--- src/common/stcr_pkg.sv ---
/*
 * stcr_pkg: shared constants of the supervisor timing and configuration
 * register bank: register offsets, field positions, reset values,
 * duration table and clock figures.
 * Assumes a single 250 MHz clock and byte-wide register access.
 */
package stcr_pkg;

	// ----------------------------------------------------------------
	// register offsets
	// ----------------------------------------------------------------
	localparam logic [7:0] ADDR_MON1_HOLD = 8'h07;
	localparam logic [7:0] ADDR_MON1_DELAY = 8'h08;
	localparam logic [7:0] ADDR_MON2_HOLD = 8'h09;
	localparam logic [7:0] ADDR_MON2_DELAY = 8'h0A;
	localparam logic [7:0] ADDR_RESET_HOLD = 8'h0B;
	localparam logic [7:0] ADDR_WD_TIMEOUT = 8'h0C;
	localparam logic [7:0] ADDR_RESET_CFG = 8'h0D;
	localparam logic [7:0] ADDR_RAIL_SEL = 8'h0E;
	localparam logic [7:0] ADDR_WD_MODE = 8'h0F;
	localparam logic [7:0] ADDR_PROG_LOCK = 8'h15;
	localparam logic [7:0] ADDR_SPECIAL_ONE = 8'h16;

	// ----------------------------------------------------------------
	// field positions and reset values
	// ----------------------------------------------------------------
	localparam int CODE_W = 3;
	localparam int CFG_SHUTDOWN_OUTPUT_NO_RESET = 0;
	localparam int CFG_MON4_BLOCK = 2;
	localparam int CFG_WDI_FLOAT = 3;
	localparam int RAIL_VREG_BIT = 3;
	localparam int WD_ADVANCED_BIT = 3;
	localparam int LOCK_BIT = 3;
	localparam int SF_OTP_A = 0;
	localparam int SF_OTP_B = 1;
	localparam int SF_SW_SHUTDOWN_OUTPUT = 2;
	localparam int SF_OVERRIDE = 3;
	localparam int SF_W = 4;
	localparam logic [7:0] REG_RESET = 8'h00;
	localparam logic [2:0] CODE_RESET = 3'h0;
	localparam logic [3:0] SF_RESET = 4'h0;

	// ----------------------------------------------------------------
	// durations, in milliseconds
	// ----------------------------------------------------------------
	typedef logic [15:0] stcr_ms_type;
	localparam int NUM_TIMERS = 6;
	localparam int T_MON1_HOLD = 0;
	localparam int T_MON1_DELAY = 1;
	localparam int T_MON2_HOLD = 2;
	localparam int T_MON2_DELAY = 3;
	localparam int T_RESET_HOLD = 4;
	localparam int T_WD_TIMEOUT = 5;
	localparam stcr_ms_type MON1_HOLD_MS = 16'h00C8; // 200 ms
	localparam stcr_ms_type MON1_DELAY_MS = 16'h04B0; // 1200 ms
	localparam stcr_ms_type MON2_HOLD_MS = 16'h000A; // 10 ms
	localparam stcr_ms_type MON2_DELAY_MS = 16'h0064; // 100 ms
	localparam stcr_ms_type RESET_HOLD_MS = 16'h00C8; // 200 ms
	localparam stcr_ms_type WD_TIMEOUT_MS = 16'h05DC; // 1500 ms
	// durations of codes 1..7, shared by all timing fields
	localparam stcr_ms_type [7:1] STEP_MS = {
		16'h03E8, 16'h01F4, 16'h00C8, 16'h0064,
		16'h0032, 16'h0014, 16'h000A};

	// ----------------------------------------------------------------
	// clock figures
	// ----------------------------------------------------------------
	localparam int CLK_PERIOD_NS = 4;
	localparam int MS_IN_NS = 1000000;
	localparam int CYCLES_PER_MS = MS_IN_NS / CLK_PERIOD_NS;

endpackage : stcr_pkg

--- src/logic/stcr_regs.sv ---
/*
 * stcr_regs: timing and configuration register bank of the voltage
 * supervisor, with fuse override, reset qualification and decoded
 * durations.
 * Assumes a serial front end that delivers byte reads and writes as
 * one-cycle strobes, and a fuse array that presents its settings.
 */
// What this block does
// Bits 2..0 at 0x07 set monitor-one fault shutdown hold; zero is 200 ms.
// Bits 2..0 at 0x08 set monitor-one fault shutdown delay; zero is 1200 ms.
// Bits 2..0 at 0x09 set monitor-two turn-on shutdown hold; zero is 10 ms.
// Bits 2..0 at 0x0A set monitor-two turn-off shutdown delay; zero 100 ms.
// Bits 2..0 at 0x0B set reset hold after a reset ends; zero is 200 ms.
// Bits 2..0 at 0x0C set the watchdog timeout; zero is 1500 ms.
// Reset config bit 0 low: shutdown also asserts reset; high: it does not.
// Reset config bit 2 high blocks monitor-four crossings from causing reset.
// Reset config bit 3 high lets a floating watchdog input cause reset.
// Rail select bit 3 picks monitor-one rail or regulated rail for shutdown.
// Watchdog mode bit 3 picks standard or advanced mode.
// Lock bit 3 high disables all further fuse programming.
// Special bits 0 and 1 are two fuse programming enables, volatile and never fused.
// Special bit 2 high forces the shutdown output under software control.
// Special bit 3 high lets register values override fuse settings.
// Reserved bits read zero; non-zero codes map through a duration table.
`timescale 1ns/1ps
module stcr_regs #(
	parameter int CYCLES_PER_MS = stcr_pkg::CYCLES_PER_MS // ms divider
) (
	input wire logic clk, // system clock, 250 MHz
	input wire logic reset_n, // async reset, active low
	input wire logic [7:0] reg_addr, // register offset
	input wire logic reg_wr_en, // write strobe, one cycle
	input wire logic [7:0] reg_wr_data, // write byte
	input wire logic reg_rd_en, // read strobe, one cycle
	output logic [7:0] reg_rd_data, // read byte, valid after strobe
	output logic reg_rd_valid, // read byte valid, one cycle
	input wire logic [2:0] fuse_mon1_hold, // fused code
	input wire logic [2:0] fuse_mon1_delay, // fused code
	input wire logic [2:0] fuse_mon2_hold, // fused code
	input wire logic [2:0] fuse_mon2_delay, // fused code
	input wire logic [2:0] fuse_reset_hold, // fused code
	input wire logic [2:0] fuse_wd_timeout, // fused code
	input wire logic [7:0] fuse_reset_cfg, // fused reset config
	input wire logic fuse_rail_vreg, // fused rail select
	input wire logic fuse_wd_advanced, // fused watchdog mode
	input wire logic fuse_prog_locked, // fused programming lock
	input wire logic shutdown_active, // shutdown output asserted
	input wire logic mon4_crossed, // monitor four crossed threshold
	input wire logic wdi_floating, // watchdog input floats
	output logic [15:0] mon1_hold_ms, // monitor one hold time
	output logic [15:0] mon1_delay_ms, // monitor one delay time
	output logic [15:0] mon2_hold_ms, // monitor two hold time
	output logic [15:0] mon2_delay_ms, // monitor two delay time
	output logic [15:0] reset_hold_ms, // reset hold time
	output logic [15:0] wd_timeout_ms, // watchdog timeout
	output logic ms_tick, // one-cycle pulse each millisecond
	output logic shutdown_rail_vreg, // shutdown on regulated rail
	output logic watchdog_advanced, // watchdog in advanced mode
	output logic fuse_prog_enable_a, // fuse programming enable a
	output logic fuse_prog_enable_b, // fuse programming enable b
	output logic shutdown_force, // software forced shutdown
	output logic override_active, // registers override fuses
	output logic reset_request // qualified reset request
);
	import stcr_pkg::*;

	// ----------------------------------------------------------------
	// storage
	// ----------------------------------------------------------------
	logic [2:0] mon1_fault_shutdown_hold;
	logic [2:0] mon1_fault_shutdown_delay;
	logic [2:0] mon2_turn_on_shutdown_hold;
	logic [2:0] mon2_turn_off_shutdown_delay;
	logic [2:0] reset_hold_time;
	logic [2:0] watchdog_timeout;
	logic [7:0] reset_behaviour_config;
	logic shutdown_rail_select;
	logic watchdog_mode_select;
	logic programming_lock;
	logic [3:0] special_functions_one;
	logic [17:0] ms_count;

	// ----------------------------------------------------------------
	// address decode
	// ----------------------------------------------------------------
	logic hit_m1h;
	logic hit_m1d;
	logic hit_m2h;
	logic hit_m2d;
	logic hit_rh;
	logic hit_wdt;
	logic hit_cfg;
	logic hit_rail;
	logic hit_wdm;
	logic hit_lock;
	logic hit_sf;
	logic [7:0] cfg_mask;

	assign hit_m1h = reg_addr == ADDR_MON1_HOLD;
	assign hit_m1d = reg_addr == ADDR_MON1_DELAY;
	assign hit_m2h = reg_addr == ADDR_MON2_HOLD;
	assign hit_m2d = reg_addr == ADDR_MON2_DELAY;
	assign hit_rh = reg_addr == ADDR_RESET_HOLD;
	assign hit_wdt = reg_addr == ADDR_WD_TIMEOUT;
	assign hit_cfg = reg_addr == ADDR_RESET_CFG;
	assign hit_rail = reg_addr == ADDR_RAIL_SEL;
	assign hit_wdm = reg_addr == ADDR_WD_MODE;
	assign hit_lock = reg_addr == ADDR_PROG_LOCK;
	assign hit_sf = reg_addr == ADDR_SPECIAL_ONE;
	// only bits 0, 2 and 3 of the reset config exist
	assign cfg_mask = (8'h01 << CFG_SHUTDOWN_OUTPUT_NO_RESET)
		| (8'h01 << CFG_MON4_BLOCK) | (8'h01 << CFG_WDI_FLOAT);

	// ----------------------------------------------------------------
	// timing code registers
	// ----------------------------------------------------------------
	// each code keeps bits 2..0; upper write bits are dropped
	always_ff @(posedge clk or negedge reset_n)
	begin
		if (!reset_n)
			mon1_fault_shutdown_hold <= CODE_RESET;
		else if (reg_wr_en && hit_m1h)
			mon1_fault_shutdown_hold <= reg_wr_data[2:0];
	end

	always_ff @(posedge clk or negedge reset_n)
	begin
		if (!reset_n)
			mon1_fault_shutdown_delay <= CODE_RESET;
		else if (reg_wr_en && hit_m1d)
			mon1_fault_shutdown_delay <= reg_wr_data[2:0];
	end

	always_ff @(posedge clk or negedge reset_n)
	begin
		if (!reset_n)
			mon2_turn_on_shutdown_hold <= CODE_RESET;
		else if (reg_wr_en && hit_m2h)
			mon2_turn_on_shutdown_hold <= reg_wr_data[2:0];
	end

	always_ff @(posedge clk or negedge reset_n)
	begin
		if (!reset_n)
			mon2_turn_off_shutdown_delay <= CODE_RESET;
		else if (reg_wr_en && hit_m2d)
			mon2_turn_off_shutdown_delay <= reg_wr_data[2:0];
	end

	always_ff @(posedge clk or negedge reset_n)
	begin
		if (!reset_n)
			reset_hold_time <= CODE_RESET;
		else if (reg_wr_en && hit_rh)
			reset_hold_time <= reg_wr_data[2:0];
	end

	always_ff @(posedge clk or negedge reset_n)
	begin
		if (!reset_n)
			watchdog_timeout <= CODE_RESET;
		else if (reg_wr_en && hit_wdt)
			watchdog_timeout <= reg_wr_data[2:0];
	end

	// ----------------------------------------------------------------
	// configuration registers
	// ----------------------------------------------------------------
	// reserved config bit positions are masked off on write
	always_ff @(posedge clk or negedge reset_n)
	begin
		if (!reset_n)
			reset_behaviour_config <= REG_RESET;
		else if (reg_wr_en && hit_cfg)
			reset_behaviour_config <= reg_wr_data & cfg_mask;
	end

	// single-bit selects keep only bit 3
	always_ff @(posedge clk or negedge reset_n)
	begin
		if (!reset_n)
		begin
			shutdown_rail_select <= 1'b0;
			watchdog_mode_select <= 1'b0;
			programming_lock <= 1'b0;
		end
		else if (reg_wr_en)
		begin
			if (hit_rail)
				shutdown_rail_select <= reg_wr_data[RAIL_VREG_BIT];
			if (hit_wdm)
				watchdog_mode_select <= reg_wr_data[WD_ADVANCED_BIT];
			if (hit_lock)
				programming_lock <= reg_wr_data[LOCK_BIT];
		end
	end

	// special functions are volatile and never fused
	always_ff @(posedge clk or negedge reset_n)
	begin
		if (!reset_n)
			special_functions_one <= SF_RESET;
		else if (reg_wr_en && hit_sf)
			special_functions_one <= reg_wr_data[SF_W-1:0];
	end

	// ----------------------------------------------------------------
	// read path
	// ----------------------------------------------------------------
	logic [7:0] rd_word;

	// and-or mux; unmapped offsets and reserved bits give zero
	assign rd_word = ({8{hit_m1h}} & {5'h00, mon1_fault_shutdown_hold})
		| ({8{hit_m1d}} & {5'h00, mon1_fault_shutdown_delay})
		| ({8{hit_m2h}} & {5'h00, mon2_turn_on_shutdown_hold})
		| ({8{hit_m2d}} & {5'h00, mon2_turn_off_shutdown_delay})
		| ({8{hit_rh}} & {5'h00, reset_hold_time})
		| ({8{hit_wdt}} & {5'h00, watchdog_timeout})
		| ({8{hit_cfg}} & reset_behaviour_config)
		| ({8{hit_rail}} & {4'h0, shutdown_rail_select, 3'h0})
		| ({8{hit_wdm}} & {4'h0, watchdog_mode_select, 3'h0})
		| ({8{hit_lock}} & {4'h0, programming_lock, 3'h0})
		| ({8{hit_sf}} & {4'h0, special_functions_one});

	// read data is captured on the strobe and held until the next one
	always_ff @(posedge clk or negedge reset_n)
	begin
		if (!reset_n)
		begin
			reg_rd_data <= REG_RESET;
			reg_rd_valid <= 1'b0;
		end
		else
		begin
			reg_rd_valid <= reg_rd_en;
			if (reg_rd_en)
				reg_rd_data <= rd_word;
		end
	end

	// ----------------------------------------------------------------
	// fuse or register selection
	// ----------------------------------------------------------------
	logic ovr;
	logic [2:0] eff_code [NUM_TIMERS];
	logic [7:0] eff_cfg;
	logic eff_rail;
	logic eff_wdm;
	logic lock_now;

	// the override bit hands control from fuses to registers
	assign ovr = special_functions_one[SF_OVERRIDE];
	assign eff_code[T_MON1_HOLD] = ovr ? mon1_fault_shutdown_hold
		: fuse_mon1_hold;
	assign eff_code[T_MON1_DELAY] = ovr ? mon1_fault_shutdown_delay
		: fuse_mon1_delay;
	assign eff_code[T_MON2_HOLD] = ovr ? mon2_turn_on_shutdown_hold
		: fuse_mon2_hold;
	assign eff_code[T_MON2_DELAY] = ovr ? mon2_turn_off_shutdown_delay
		: fuse_mon2_delay;
	assign eff_code[T_RESET_HOLD] = ovr ? reset_hold_time
		: fuse_reset_hold;
	assign eff_code[T_WD_TIMEOUT] = ovr ? watchdog_timeout
		: fuse_wd_timeout;
	assign eff_cfg = ovr ? reset_behaviour_config
		: (fuse_reset_cfg & cfg_mask);
	assign eff_rail = ovr ? shutdown_rail_select : fuse_rail_vreg;
	assign eff_wdm = ovr ? watchdog_mode_select : fuse_wd_advanced;
	// a blown lock cannot be undone by override, so either one locks
	assign lock_now = programming_lock | fuse_prog_locked;

	// ----------------------------------------------------------------
	// duration decoders
	// ----------------------------------------------------------------
	localparam stcr_ms_type [NUM_TIMERS-1:0] DEFAULTS = {
		WD_TIMEOUT_MS, RESET_HOLD_MS, MON2_DELAY_MS,
		MON2_HOLD_MS, MON1_DELAY_MS, MON1_HOLD_MS};
	logic [15:0] dur_ms [NUM_TIMERS];

	// one decoder per timing field, default on code zero
	generate
		for (genvar i = 0; i < NUM_TIMERS; i++)
		begin : g_dec
			stcr_time_decode #(
				.DEFAULT_MS(DEFAULTS[i])
			) u_dec (
				.clk(clk),
				.reset_n(reset_n),
				.code(eff_code[i]),
				.duration_ms(dur_ms[i])
			);
		end
	endgenerate

	assign mon1_hold_ms = dur_ms[T_MON1_HOLD];
	assign mon1_delay_ms = dur_ms[T_MON1_DELAY];
	assign mon2_hold_ms = dur_ms[T_MON2_HOLD];
	assign mon2_delay_ms = dur_ms[T_MON2_DELAY];
	assign reset_hold_ms = dur_ms[T_RESET_HOLD];
	assign wd_timeout_ms = dur_ms[T_WD_TIMEOUT];

	// ----------------------------------------------------------------
	// millisecond time base
	// ----------------------------------------------------------------
	localparam logic [17:0] MS_LAST = 18'(CYCLES_PER_MS - 1);

	// divider gives the timers one enable pulse per millisecond
	always_ff @(posedge clk or negedge reset_n)
	begin
		if (!reset_n)
		begin
			ms_count <= 18'h00000;
			ms_tick <= 1'b0;
		end
		else
		begin
			ms_tick <= ms_count == MS_LAST;
			ms_count <= (ms_count == MS_LAST) ? 18'h00000
				: ms_count + 18'h00001;
		end
	end

	// ----------------------------------------------------------------
	// qualified controls
	// ----------------------------------------------------------------
	logic next_reset_request;
	logic next_prog_a;
	logic next_prog_b;

	// reset sources gated by the active reset configuration
	assign next_reset_request =
		(shutdown_active & ~eff_cfg[CFG_SHUTDOWN_OUTPUT_NO_RESET])
		| (mon4_crossed & ~eff_cfg[CFG_MON4_BLOCK])
		| (wdi_floating & eff_cfg[CFG_WDI_FLOAT]);
	// programming enables only count while not locked
	assign next_prog_a = special_functions_one[SF_OTP_A]
		& ~lock_now;
	assign next_prog_b = special_functions_one[SF_OTP_B]
		& ~lock_now;

	// all control outputs come from flip-flops
	always_ff @(posedge clk or negedge reset_n)
	begin
		if (!reset_n)
		begin
			reset_request <= 1'b0;
			shutdown_rail_vreg <= 1'b0;
			watchdog_advanced <= 1'b0;
			fuse_prog_enable_a <= 1'b0;
			fuse_prog_enable_b <= 1'b0;
			shutdown_force <= 1'b0;
			override_active <= 1'b0;
		end
		else
		begin
			reset_request <= next_reset_request;
			shutdown_rail_vreg <= eff_rail;
			watchdog_advanced <= eff_wdm;
			fuse_prog_enable_a <= next_prog_a;
			fuse_prog_enable_b <= next_prog_b;
			shutdown_force <= special_functions_one[SF_SW_SHUTDOWN_OUTPUT];
			override_active <= ovr;
		end
	end

endmodule : stcr_regs

--- src/logic/stcr_time_decode.sv ---
/*
 * stcr_time_decode: turns one 3-bit timing code into a duration in
 * milliseconds; code zero gives the field's default.
 * Assumes the code is stable in the clock domain of clk.
 */
`timescale 1ns/1ps
module stcr_time_decode #(
	parameter stcr_pkg::stcr_ms_type DEFAULT_MS = 16'h0001
) (
	input wire logic clk, // system clock
	input wire logic reset_n, // async reset, active low
	input wire logic [2:0] code, // timing code
	output logic [15:0] duration_ms // decoded duration
);
	import stcr_pkg::*;

	logic [15:0] next_duration_ms;

	// code zero keeps the default, others come from the step table
	assign next_duration_ms = (code == CODE_RESET) ? DEFAULT_MS
		: STEP_MS[code];

	// registered result
	always_ff @(posedge clk or negedge reset_n)
	begin
		if (!reset_n)
			duration_ms <= DEFAULT_MS;
		else
			duration_ms <= next_duration_ms;
	end

endmodule : stcr_time_decode

--- config.mk ---
export PLATFORM = sky130hd
export DESIGN_NAME = stcr_regs
export DESIGN_NICKNAME = d
export VERILOG_FILES = /design/src/common/stcr_pkg.sv /design/src/logic/stcr_regs.sv /design/src/logic/stcr_time_decode.sv
export SDC_FILE = /design/constraint.sdc
export NUM_CORES = 1
export LEC_CHECK = 0
export BUFFER_PORTS_ARGS = -buffer_cell sky130_fd_sc_hd__clkbuf_2
export CORE_MARGIN = 4
export CORE_UTILIZATION = 55
export CTS_CLUSTER_DIAMETER = 150
export DETAILED_ROUTE_END_ITERATION = 10
export HOLD_SLACK_MARGIN = 0.08
export PLACE_DENSITY = 0.84
export RECOVER_POWER = 50
export SYNTH_ARGS = -nofsm -noshare
export SYNTH_HDL_FRONTEND = slang
export SYNTH_SLANG_ARGS = --single-unit
--- constraint.sdc ---
create_clock -name clk -period 3.9 [get_ports clk]
set_input_delay 0.78 -clock clk [delete_from_list [all_inputs] [get_ports clk]]
set_output_delay 0.78 -clock clk [all_outputs]
set_load 0.03 [all_outputs]
==> results of run 1 <==
-- per-stage QoR --
| stage | worst slack, ns | instances | utilization, % |
|---|---|---|---|
| 2_1_floorplan | 1.87 | 464 | - |
| 3_3_place_gp | 1.62 | 634 | 63.0 |
| 3_5_place_dp | 1.59 | 634 | 63.0 |
| 4_1_cts | 1.61 | 666 | 69.2 |
| 5_1_grt | 1.10 | 666 | 68.6 |
| 6_report | 1.27 | 666 | 68.6 |
-- how the worst max path moves through the flow --
stage                                  start                       endpoint  slack, ns  depth (start not counted)
floorplan                        reg_addr[4]            watchdog_timeout[0]       1.87                          4
global placement                 reg_addr[4]            watchdog_timeout[2]       1.62                          5
detailed placement               reg_addr[4]            watchdog_timeout[0]       1.59                          5
CTS                 special_functions_one[3]  g_dec[0].u_dec.duration_ms[3]       1.61                          3
global route        special_functions_one[3]  g_dec[4].u_dec.duration_ms[7]       1.10                          4
finish              special_functions_one[3]  g_dec[0].u_dec.duration_ms[3]       1.27                          3
-- report_power, final --
group / switching [mW] / internal, mW / total, mW
sequential: 0.0306 / 1.26 / 1.29
clock: 0.540 / 0.871 / 1.41
combinational: 0.265 / 0.0916 / 0.356
total: 0.836 / 2.23 / 3.06
-- final cells by class --
type / count / share of cell area [%]
flip-flops and latches: 115 / 47.8
multi-input cells: 288 / 30.9
repair buffers: 114 / 9.40
clock buffers: 19 / 7.27
well taps: 108 / 2.23
clock inverters: 13 / 1.83
inverters: 9 / 0.556
-- registers in the layout, summed over array words and instances, names as in the netlist, 3 cells and up --
signal                        cells
reset_behaviour_config            3
mon2_turn_off_shutdown_delay      3
reg_rd_data                       4
reset_hold_time                   3
mon1_fault_shutdown_hold          3
special_functions_one             4
ms_count                         18
mon2_turn_on_shutdown_hold        3
g_dec.u_dec.duration_ms          56
mon1_fault_shutdown_delay         3
watchdog_timeout                  3
-- layer usage --
metal	vias to the layer above	track usage (%)	wire length [µm]
met3	4	6.77	635
met4	0	6.46	58
met2	119	33.0	5300
met5	-	0	0
met1	1723	25.6	4500
li1	1618	-	-
-- synth_stat cells (3+ instances only) --
library cell	n	area share, %
buf_4	44	6.5
mux2_4	3	0.89
nor2b_1	10	1.2
nor2_1	44	3.3
xor2_1	12	2.1
xnor2_1	5	0.87
mux2_1	7	1.6
and3_1	3	0.37
a32oi_1	3	0.52
dfstp_2	22	11
a21oi_1	10	0.99
mux2_2	22	4.9
nand2_1	26	1.9
a22oi_1	3	0.45
a21boi_0	4	0.59
nand3_1	12	1.2
nor3b_1	3	0.45
inv_1	8	0.59
mux2i_1	28	5.5
buf_2	5	0.49
nand3b_1	4	0.59
o21ai_0	4	0.40
dfrtp_1	93	46
nor3_1	11	1.1
-- cell families after synthesis --
kind of cell	Yosys count	synth area share, %
flip-flops	115	57.4
XOR/XNOR	17	2.94
buffers and inverters	61	8.07
other	1	0.0741
AO/OA/AOI/OAI	34	4.53
multiplexers	62	13.6
adder cells (fa/ha/maj)	1	0.247
AND/OR/NAND/NOR	130	13.1
-- placed cells by master, fill, tap and decap left out, drive strengths merged, types with 2 or more instances in the layout --
| cell type | netlist | layout |
|---|---|---|
| nand2 | 27 | 27 |
| nor4 | 2 | 2 |
| conb | 1 | 44 |
| nor2b | 10 | 10 |
| and3 | 4 | 4 |
| mux2i | 29 | 29 |
| dfstp | 22 | 22 |
| xor2 | 12 | 12 |
| nor4b | 2 | 2 |
| a41oi | 2 | 2 |
| a22oi | 3 | 3 |
| a21boi | 4 | 4 |
| a32oi | 3 | 3 |
| clkinv | 0 | 5 |
| nor3b | 3 | 3 |
| nand3 | 13 | 13 |
| or3 | 2 | 2 |
| nor3 | 11 | 11 |
| mux2 | 32 | 32 |
| buf | 50 | 2 |
| nand3b | 5 | 5 |
| clkinvlp | 0 | 7 |
| xnor2 | 5 | 5 |
| o21ai | 5 | 5 |
| dfrtp | 93 | 93 |
| a21oi | 10 | 10 |
| nand4 | 2 | 2 |
| nor2 | 45 | 45 |
| and4 | 2 | 2 |
| inv | 9 | 9 |
| clkbuf | 2 | 131 |
==> flow_summary_export.csv, run 1 <==
group,metric,value,unit
global_route,grt_pass1_vias,3558,
worst_setup_path,cp.arrival,3.05,ns
place,place.gp.congestion,0.872,
worst_setup_path,crit_chain,"clkbuf_1, mux2i_1, mux2i_1",
pwr,leakagePower,2.99,nW
yosys,synth_area,5060,µm²
layout,seqCellArea,2910,µm²
worst_setup_path,slowest_stage,"dfrtp_1",
timing,min_period,2.63,ns
place,postPlaceCellArea,5570,µm²
global_route,grt_pass1_wl,17.7,mm
layout,drive_gt1_share,34.4,%
status,status,"finished, violations left",
yosys,yosysSeqAreaShare,57.4,%
worst_setup_path,rr_worst_depth,3,
routing,drc,0,
floorplanning,io_pins,165,
timing,fin_setup_tns,0,ns
status,violations,"max-capacitance violations, max-slew violations",
cts,cts_sinks,115,
place,hpwl,7.53,mm
floorplanning,die-area,10800,µm²
worst_setup_path,worst-path-max-fanout,18,
cts,cts_tree,"done",
yosys,synth.distinct_cells,54,
cts,clk_root_buffer_cell,"clkbuf_8",
floorplanning,start_util,57.2,%
floorplanning,die_h,104,µm
worst_setup_path,cp-end-kind,"register",
routing,num_vias,3464,
layout,post-route-cell-area,6070,µm²
worst_setup_path,critPathKind,"register to register",
worst_hold_path,hp-class,"input port to async pin",
yosys,ys_ff_latch,115,
cts,cts.path.max_buffers,2,
layout,synthToLayoutAreaGrowth,20.1,%
global_route,antenna_found_initial,0,
worst_setup_path,critical_path_buf_inv_count,1,
worst_setup_path,r2r-end,"g_dec[0].u_dec.duration_ms[3]",
yosys,synth_edf_count,0,
cts,post_cts_resize_count,0,
worst_setup_path,required,4.32,ns
timing,grt_setup_unrepaired,"false",
layout,multi_input_area,1870,µm²
cts,hold_buffers,0,
timing,finalHoldViolations,0,
layout,layout.nets,598,
timing,fin_crit_sh,67.5,%
worst_setup_path,r2r-start,"special_functions_one[3]",
cts,clkTransAtPathRegs,0.06,ns
pwr,powerDensity,504,nW/µm²
routing,routed_wl,10.5,mm
routing,ant_nets,0,
worst_setup_path,crit_top_cell,"mux2i_1",
timing,max_freq,380,MHz
place,portBuffers,111,
worst_setup_path,max_stage_delay,0.89,ns
cts,htreeDepth,4,
timing,maxSlewViolCount,64,
floorplanning,core,8850,µm²
cts,insertion_delay,0.51,ns
cts,cts_setup_buffers,0,
timing,finalSetupViolations,0,
yosys,synthArstFlopShare,100,%
timing,hold_slack,0.293,ns
yosys,yosys_most_used_dff,"dfrtp_1",
worst_setup_path,rrSetupSlack,1.27,ns
timing,relSlewSlack,-1.30,%
run,maxCapViolCount,1,
yosys,synth_warnings,0,
pwr,worst_ir_drop_vdd,275,µV
floorplanning,fp.dieW,104,µm
routing,dr.pass1.iters,4,
routing,drt_iter0_markers,208,
worst_setup_path,cp_top_family,"multiplexers",
global_route,grt_max_degree,64,
timing,fin_worst_skew,0.0146,ns
layout,nFillCells,657,
global_route,grt_overflow,0,
layout,antennaDiodeCount,0,
yosys,syn_avg_cell_area,12.0,µm²
global_route,grtUsageTotal,20.2,%
routing,routedWlPerCell,15.8,µm
pwr,power.total,3.06,mW
cts,numCtsBuffers,17,
worst_setup_path,critPathLaunchType,"register",
floorplanning,row_count,34,
timing,tightest_slew,1.52,ns
routing,vias_per_cell,5.20,
yosys,syn_inst,421,
No activity file was read; power rests on OpenSTA's default activity.
==> run 2: changes to the inputs <==
Settings changed: CORE_UTILIZATION 55 to 46, PLACE_DENSITY 0.84 to 0.74.
Clock period 3.9 ns to 2.2 ns, I/O delays scaled along.
==> run 2 against run 1 <==
The run now ends clean; via count is 1.8% lower; sequential cell count unchanged; largest power group unchanged; critical path depth up 2; critical endpoint is now reset_behaviour_config[3].
==> flow_summary_export.csv, run 2 (same netlist as run 1, synthesis figures left out) <==
group,metric,value,unit
timing,fin_crit_sh,78.0,%
cts,clkTransAtPathRegs,0.05,ns
timing,max_freq,583,MHz
global_route,grt_pass1_wl,17.5,mm
worst_setup_path,critPathLaunchType,"input port",
pwr,worst_ir_drop_vdd,404,µV
layout,antennaDiodeCount,0,
layout,layout_common_cells,"clkbuf_2 (107), dfrtp_1 (93), nor2_1 (45), conb_1 (44), mux2i_1 (28)",
routing,dr.pass1.iters,4,
layout,drive_gt1_share,34.7,%
timing,fin_worst_skew,0.00783,ns
routing,num_vias,3401,
global_route,antenna_found_initial,0,
worst_hold_path,hp-class,"input port to register",
routing,vias_per_cell,4.84,
timing,maxSlewViolCount,0,
floorplanning,die-area,12700,µm²
timing,relSlewSlack,37.4,%
cts,cts.path.max_buffers,2,
routing,routedWlPerCell,15.0,µm
worst_setup_path,path_depth,5,
worst_setup_path,slowest_stage,"clkbuf_1",
layout,synthToLayoutAreaGrowth,23.0,%
worst_hold_path,hold-path-cell-count,2,
layout,top_regs,"g_dec.u_dec.duration_ms x56, ms_count x18",
floorplanning,start_util,46.9,%
worst_setup_path,critical_path_buf_inv_count,1,
timing,min_period,1.72,ns
worst_setup_path,required,2.59,ns
timing,tightest_slew,0.939,ns
layout,final_common_cell,"clkbuf_2",
routing,drt_iter0_markers,246,
timing,finalSetupViolations,0,
cts,clk_root_buffer_cell,"clkbuf_8",
pwr,leakagePower,3.04,nW
place,hpwl,7.81,mm
pwr,swShare,26.4,%
worst_setup_path,cp_top_family,"simple AND/OR/NAND/NOR gates",
cts,numCtsBuffers,17,
worst_setup_path,rr_worst_depth,4,
timing,finalHoldViolations,0,
place,portBuffers,111,
cts,post_cts_resize_count,0,
worst_setup_path,cp.arrival,2.11,ns
global_route,grt_pass1_vias,3514,
layout,largest_register,"g_dec.u_dec.duration_ms",
floorplanning,fp.dieW,113,µm
cts,cts_tree,"done",
routing,ant_nets,0,
floorplanning,core,10800,µm²
floorplanning,die_h,113,µm
cts,cts_sinks,115,
worst_setup_path,crit_chain,"clkbuf_1, nor2b_1, nand2_1, nor2_1, mux2_1",
status,status,"finished, final reports clean",
global_route,grtUsageTotal,17.5,%
pwr,clock_power_share,47.4,%
place,place.gp.congestion,0.812,
layout,largest_reg_flops,56,
cts,htreeDepth,4,
pwr,comb_power_share,11.6,%
routing,routed_wl,10.6,mm
worst_setup_path,critPathKind,"input port to register",
floorplanning,row_count,38,
global_route,grt_max_degree,45,
routing,drc,0,
pwr,p_sw,1.47,mW
run,maxCapViolCount,0,
global_route,grt_overflow,0,
floorplanning,io_pins,165,
pwr,powerDensity,898,nW/µm²
worst_setup_path,worst-path-max-fanout,12,
pwr,p_int,4.11,mW
worst_setup_path,cp-end-kind,"register",
layout,utilization,57.7,%
worst_setup_path,max_stage_delay,0.44,ns
cts,cts_setup_buffers,0,
layout,layout.nets,602,
cts,insertion_delay,0.51,ns
pwr,seq_power_share,41.0,%
timing,fin_setup_tns,0,ns
timing,grt_setup_unrepaired,"false",
cts,hold_buffers,1,
-- run 2: path summary, 6_finish.rpt --
check | start | endpoint | slack, ns
setup / recovery | reg_addr[0] | reset_behaviour_config[3] | 0.48
hold / removal | fuse_prog_locked | fuse_prog_enable_b | 0.11
setup reg to reg | special_functions_one[3] | g_dec[5].u_dec.duration_ms[7] | 0.54
hold reg to reg | special_functions_one[2] | shutdown_force | 0.44
max in group asynchronous | reset_n | g_dec[5].u_dec.duration_ms[10] | 0.78
min in group asynchronous | reset_n | g_dec[0].u_dec.duration_ms[8] | 0.61
-- run 2: layout make-up --
class	instances	area, µm²
Fill cell	903	4570
Sequential cell	115	2910
Multi-Input combinational cell	288	1890
Timing Repair Buffer	118	631
Clock buffer	21	459
Tap cell	140	175
Clock inverter	11	129
Inverter	9	33.8
-- run 2: layer usage --
layer	wire [µm]	share of wire, %	GRT usage (%)	vias to the layer above
li1	-	-	-	1621
met2	5080	48	27.4	127
met1	4480	42	22.1	1631
met5	0	0	0	-
met4	189	1.8	7.61	0
met3	808	7.7	6.10	22
-- run 2: per-stage QoR --
stage          instances  cell area [µm²]  power, mW  hold WS, ns  setup slack, ns
2_1_floorplan        464             5220       2.81        0.144            0.513
3_3_place_gp         669             5650       2.96        0.400            0.260
3_5_place_dp         669             5650       2.98        0.407            0.206
4_1_cts              702             6250       5.64       0.0844            0.477
5_1_grt              702             6220       5.82       0.0943            0.265
6_report             702             6220       5.59        0.106            0.484
-- run 2: power by group through the flow --
stage	registers (mW)	logic, mW	clock network, mW
floorplan	2.48	0.335	0
global placement	2.32	0.642	0
detailed placement	2.33	0.654	0
CTS	2.29	0.658	2.69
global route	2.30	0.706	2.81
finish	2.29	0.648	2.65
-- run 2: worst register-to-register path: cells and delay by family (launching register included) --
kind                   cells  cell delay (ns)
XOR/XNOR                   1             0.18
flip-flops                 1             0.34
AND/OR/NAND/NOR            1             0.21
buffers and inverters      1             0.24
multiplexers               1             0.60
==> run 3: changes to the inputs <==
Settings changed: CORE_UTILIZATION 46 to 51, PLACE_DENSITY 0.74 to 0.78.
Clock period 2.2 ns to 1.6 ns, I/O delays scaled along.
==> run 3 against run 2 <==
The flow now finishes with violations (negative setup slack); worst setup slack lost 0.52 ns; sequential share of layout area shrank 2.9 points; combinational power grew 48%; sequential cell count is the same; power grew 36%; first-iteration DRC count shrank 26%; hold slack gained 0.022 ns; cell area grew 6.5%; utilization grew 10 points; die area shrank 9.1%.
==> flow_summary_export.csv, run 3 (same netlist as run 1, synthesis figures left out) <==
group,metric,value,unit
layout,largest_reg_flops,56,
timing,relSlewSlack,52.5,%
timing,setup_ws,-0.0353,ns
layout,drive_gt1_share,41.5,%
cts,cts_sinks,115,
pwr,power.total,7.58,mW
floorplanning,io_pins,165,
worst_setup_path,crit_chain,"or3_4, nor4_4, buf_4, nand3b_1, o21ai_0",
timing,max_freq,612,MHz
cts,htreeDepth,4,
global_route,grt_pass1_vias,3837,
worst_setup_path,critical_path_buf_inv_count,1,
worst_setup_path,slowest_stage,"dfrtp_1",
timing,tightest_slew,0.712,ns
floorplanning,core,9730,µm²
worst_setup_path,critPathKind,"register to register",
worst_hold_path,hp-class,"input port to register",
timing,fin_setup_tns,-0.0353,ns
floorplanning,die_h,108,µm
status,status,"finished, violations left",
layout,synthToLayoutAreaGrowth,31.0,%
worst_setup_path,cp.arrival,2.02,ns
global_route,antenna_found_initial,0,
status,violations,"negative setup slack",
global_route,grtUsageTotal,20.8,%
floorplanning,die-area,11600,µm²
layout,top_regs,"g_dec.u_dec.duration_ms x56, ms_count x18",
worst_setup_path,cp-end-kind,"register",
worst_setup_path,critPathLaunchType,"register",
cts,clkTransAtPathRegs,0.06,ns
routing,drt_iter0_markers,183,
cts,numCtsBuffers,17,
timing,fin_worst_skew,0.0101,ns
floorplanning,start_util,52.0,%
cts,insertion_delay,0.52,ns
timing,grt_setup_unrepaired,"true",
timing,finalHoldViolations,0,
worst_setup_path,required,1.98,ns
place,hpwl,8.08,mm
global_route,grt_overflow,0,
routing,num_vias,3658,
routing,dr.pass1.iters,7,
pwr,worst_ir_drop_vdd,700,µV
place,placedCellCount,699,
floorplanning,fp.dieW,108,µm
layout,layout.nets,650,
global_route,grt_pass1_wl,18.6,mm
place,place.gp.congestion,0.839,
pwr,powerDensity,1140,nW/µm²
worst_setup_path,cp_top_family,"simple AND/OR/NAND/NOR gates",
routing,vias_per_cell,4.92,
layout,nFillCells,718,
run,maxCapViolCount,0,
timing,finalSetupViolations,1,
worst_setup_path,max_stage_delay,0.41,ns
routing,drc,0,
layout,layout_common_cells,"clkbuf_2 (109), dfrtp_1 (93), buf_4 (45), conb_1 (44), nor2_1 (43)",
timing,min_period,1.64,ns
global_route,grt_max_degree,56,
cts,clk_root_buffer_cell,"clkbuf_8",
layout,largest_register,"g_dec.u_dec.duration_ms",
layout,antennaDiodeCount,0,
cts,cts_tree,"done",
pwr,leakagePower,3.33,nW
place,portBuffers,111,
floorplanning,row_count,36,
layout,fin_cells,743,
routing,routed_wl,11.6,mm
worst_setup_path,worst-path-max-fanout,4,
timing,fin_crit_sh,102,%
cts,cts.path.max_buffers,2,
timing,maxSlewViolCount,0,
routing,ant_nets,0,
routing,routedWlPerCell,15.6,µm
layout,final_common_cell,"clkbuf_2",
## run 3: changes by cell type in the layout (fill, tap and decap cells not counted), moves of 3 or more
cell	previous run	this run
mux2i_2	1	6
clkinv_4	3	0
dlygate4sd3_1	1	7
buf_4	4	45
mux2i_1	28	23
clkinvlp_4	5	1
## run 3: layer usage
| metal | vias up | routed length [µm] | track usage (%) |
|---|---|---|---|
| met1 | 1802 | 4600 | 24.5 |
| met2 | 110 | 6080 | 35.0 |
| met3 | 22 | 668 | 7.02 |
| met5 | - | 0 | 0 |
| met4 | 0 | 244 | 8.12 |
| li1 | 1724 | - | - |
## run 3: path summary, 6_finish.rpt
| check | cells after the start | slack, ns | endpoint | startpoint |
|---|---|---|---|---|
| max in group asynchronous | 3 | 0.28 | g_dec[1].u_dec.duration_ms[6] | reset_n |
| worst max-delay path | 5 | -0.04 | ms_count[17] | ms_count[5] |
| worst max register to register | 5 | -0.04 | ms_count[17] | ms_count[5] |
| min in group asynchronous | 2 | 0.24 | g_dec[0].u_dec.duration_ms[8] | reset_n |
| worst min-delay path | 3 | 0.13 | reset_request | fuse_reset_cfg[3] |
| worst min register to register | 0 | 0.42 | shutdown_force | special_functions_one[2] |
## run 3: repair_timing
action / in CTS / in global routing
hold buffers: 7 / 0
buffers inserted: 5 / 0
setup endpoints to repair: 2 / 19
gates resized for setup: 2 / 12
endpoints found under the hold margin: 102 / 0
pin swaps: 1 / 1
## run 3: cell type report
class	instances	area [µm²]	area share, %
flip-flops and latches	115	2910	43.8
multi-input cells	288	1970	29.8
repair buffers	166	996	15.0
clock buffers	27	502	7.57
well taps	133	166	2.51
clock inverters	5	52.6	0.793
inverters	9	33.8	0.510
## run 3: per-stage QoR
stage                     area (µm²)  util (%)  setup WS, ns  hold slack, ns
after floorplan                 5220         -        0.0327          0.0244
after global placement          5930      60.9        -0.121           0.156
after detailed placement        5930      60.9        -0.170           0.156
after CTS                       6600      67.9      0.000728           0.108
after global routing            6630      68.1        -0.110           0.127
final                           6630      68.1       -0.0353           0.128
## run 3: power breakdown
group	total, mW	switching (mW)	internal (mW)	leakage (nW)
sequential	3.15	0.0675	3.08	1.44
clock	3.47	1.21	2.25	0.272
combinational	0.958	0.669	0.288	1.62
## run 3: worst register-to-register path, cell delays in order, from the launching register on
cell and delay (ns):
dfrtp_1 0.41, or3_4 0.40, nor4_4 0.29, buf_4 0.19, nand3b_1 0.12, o21ai_0 0.10
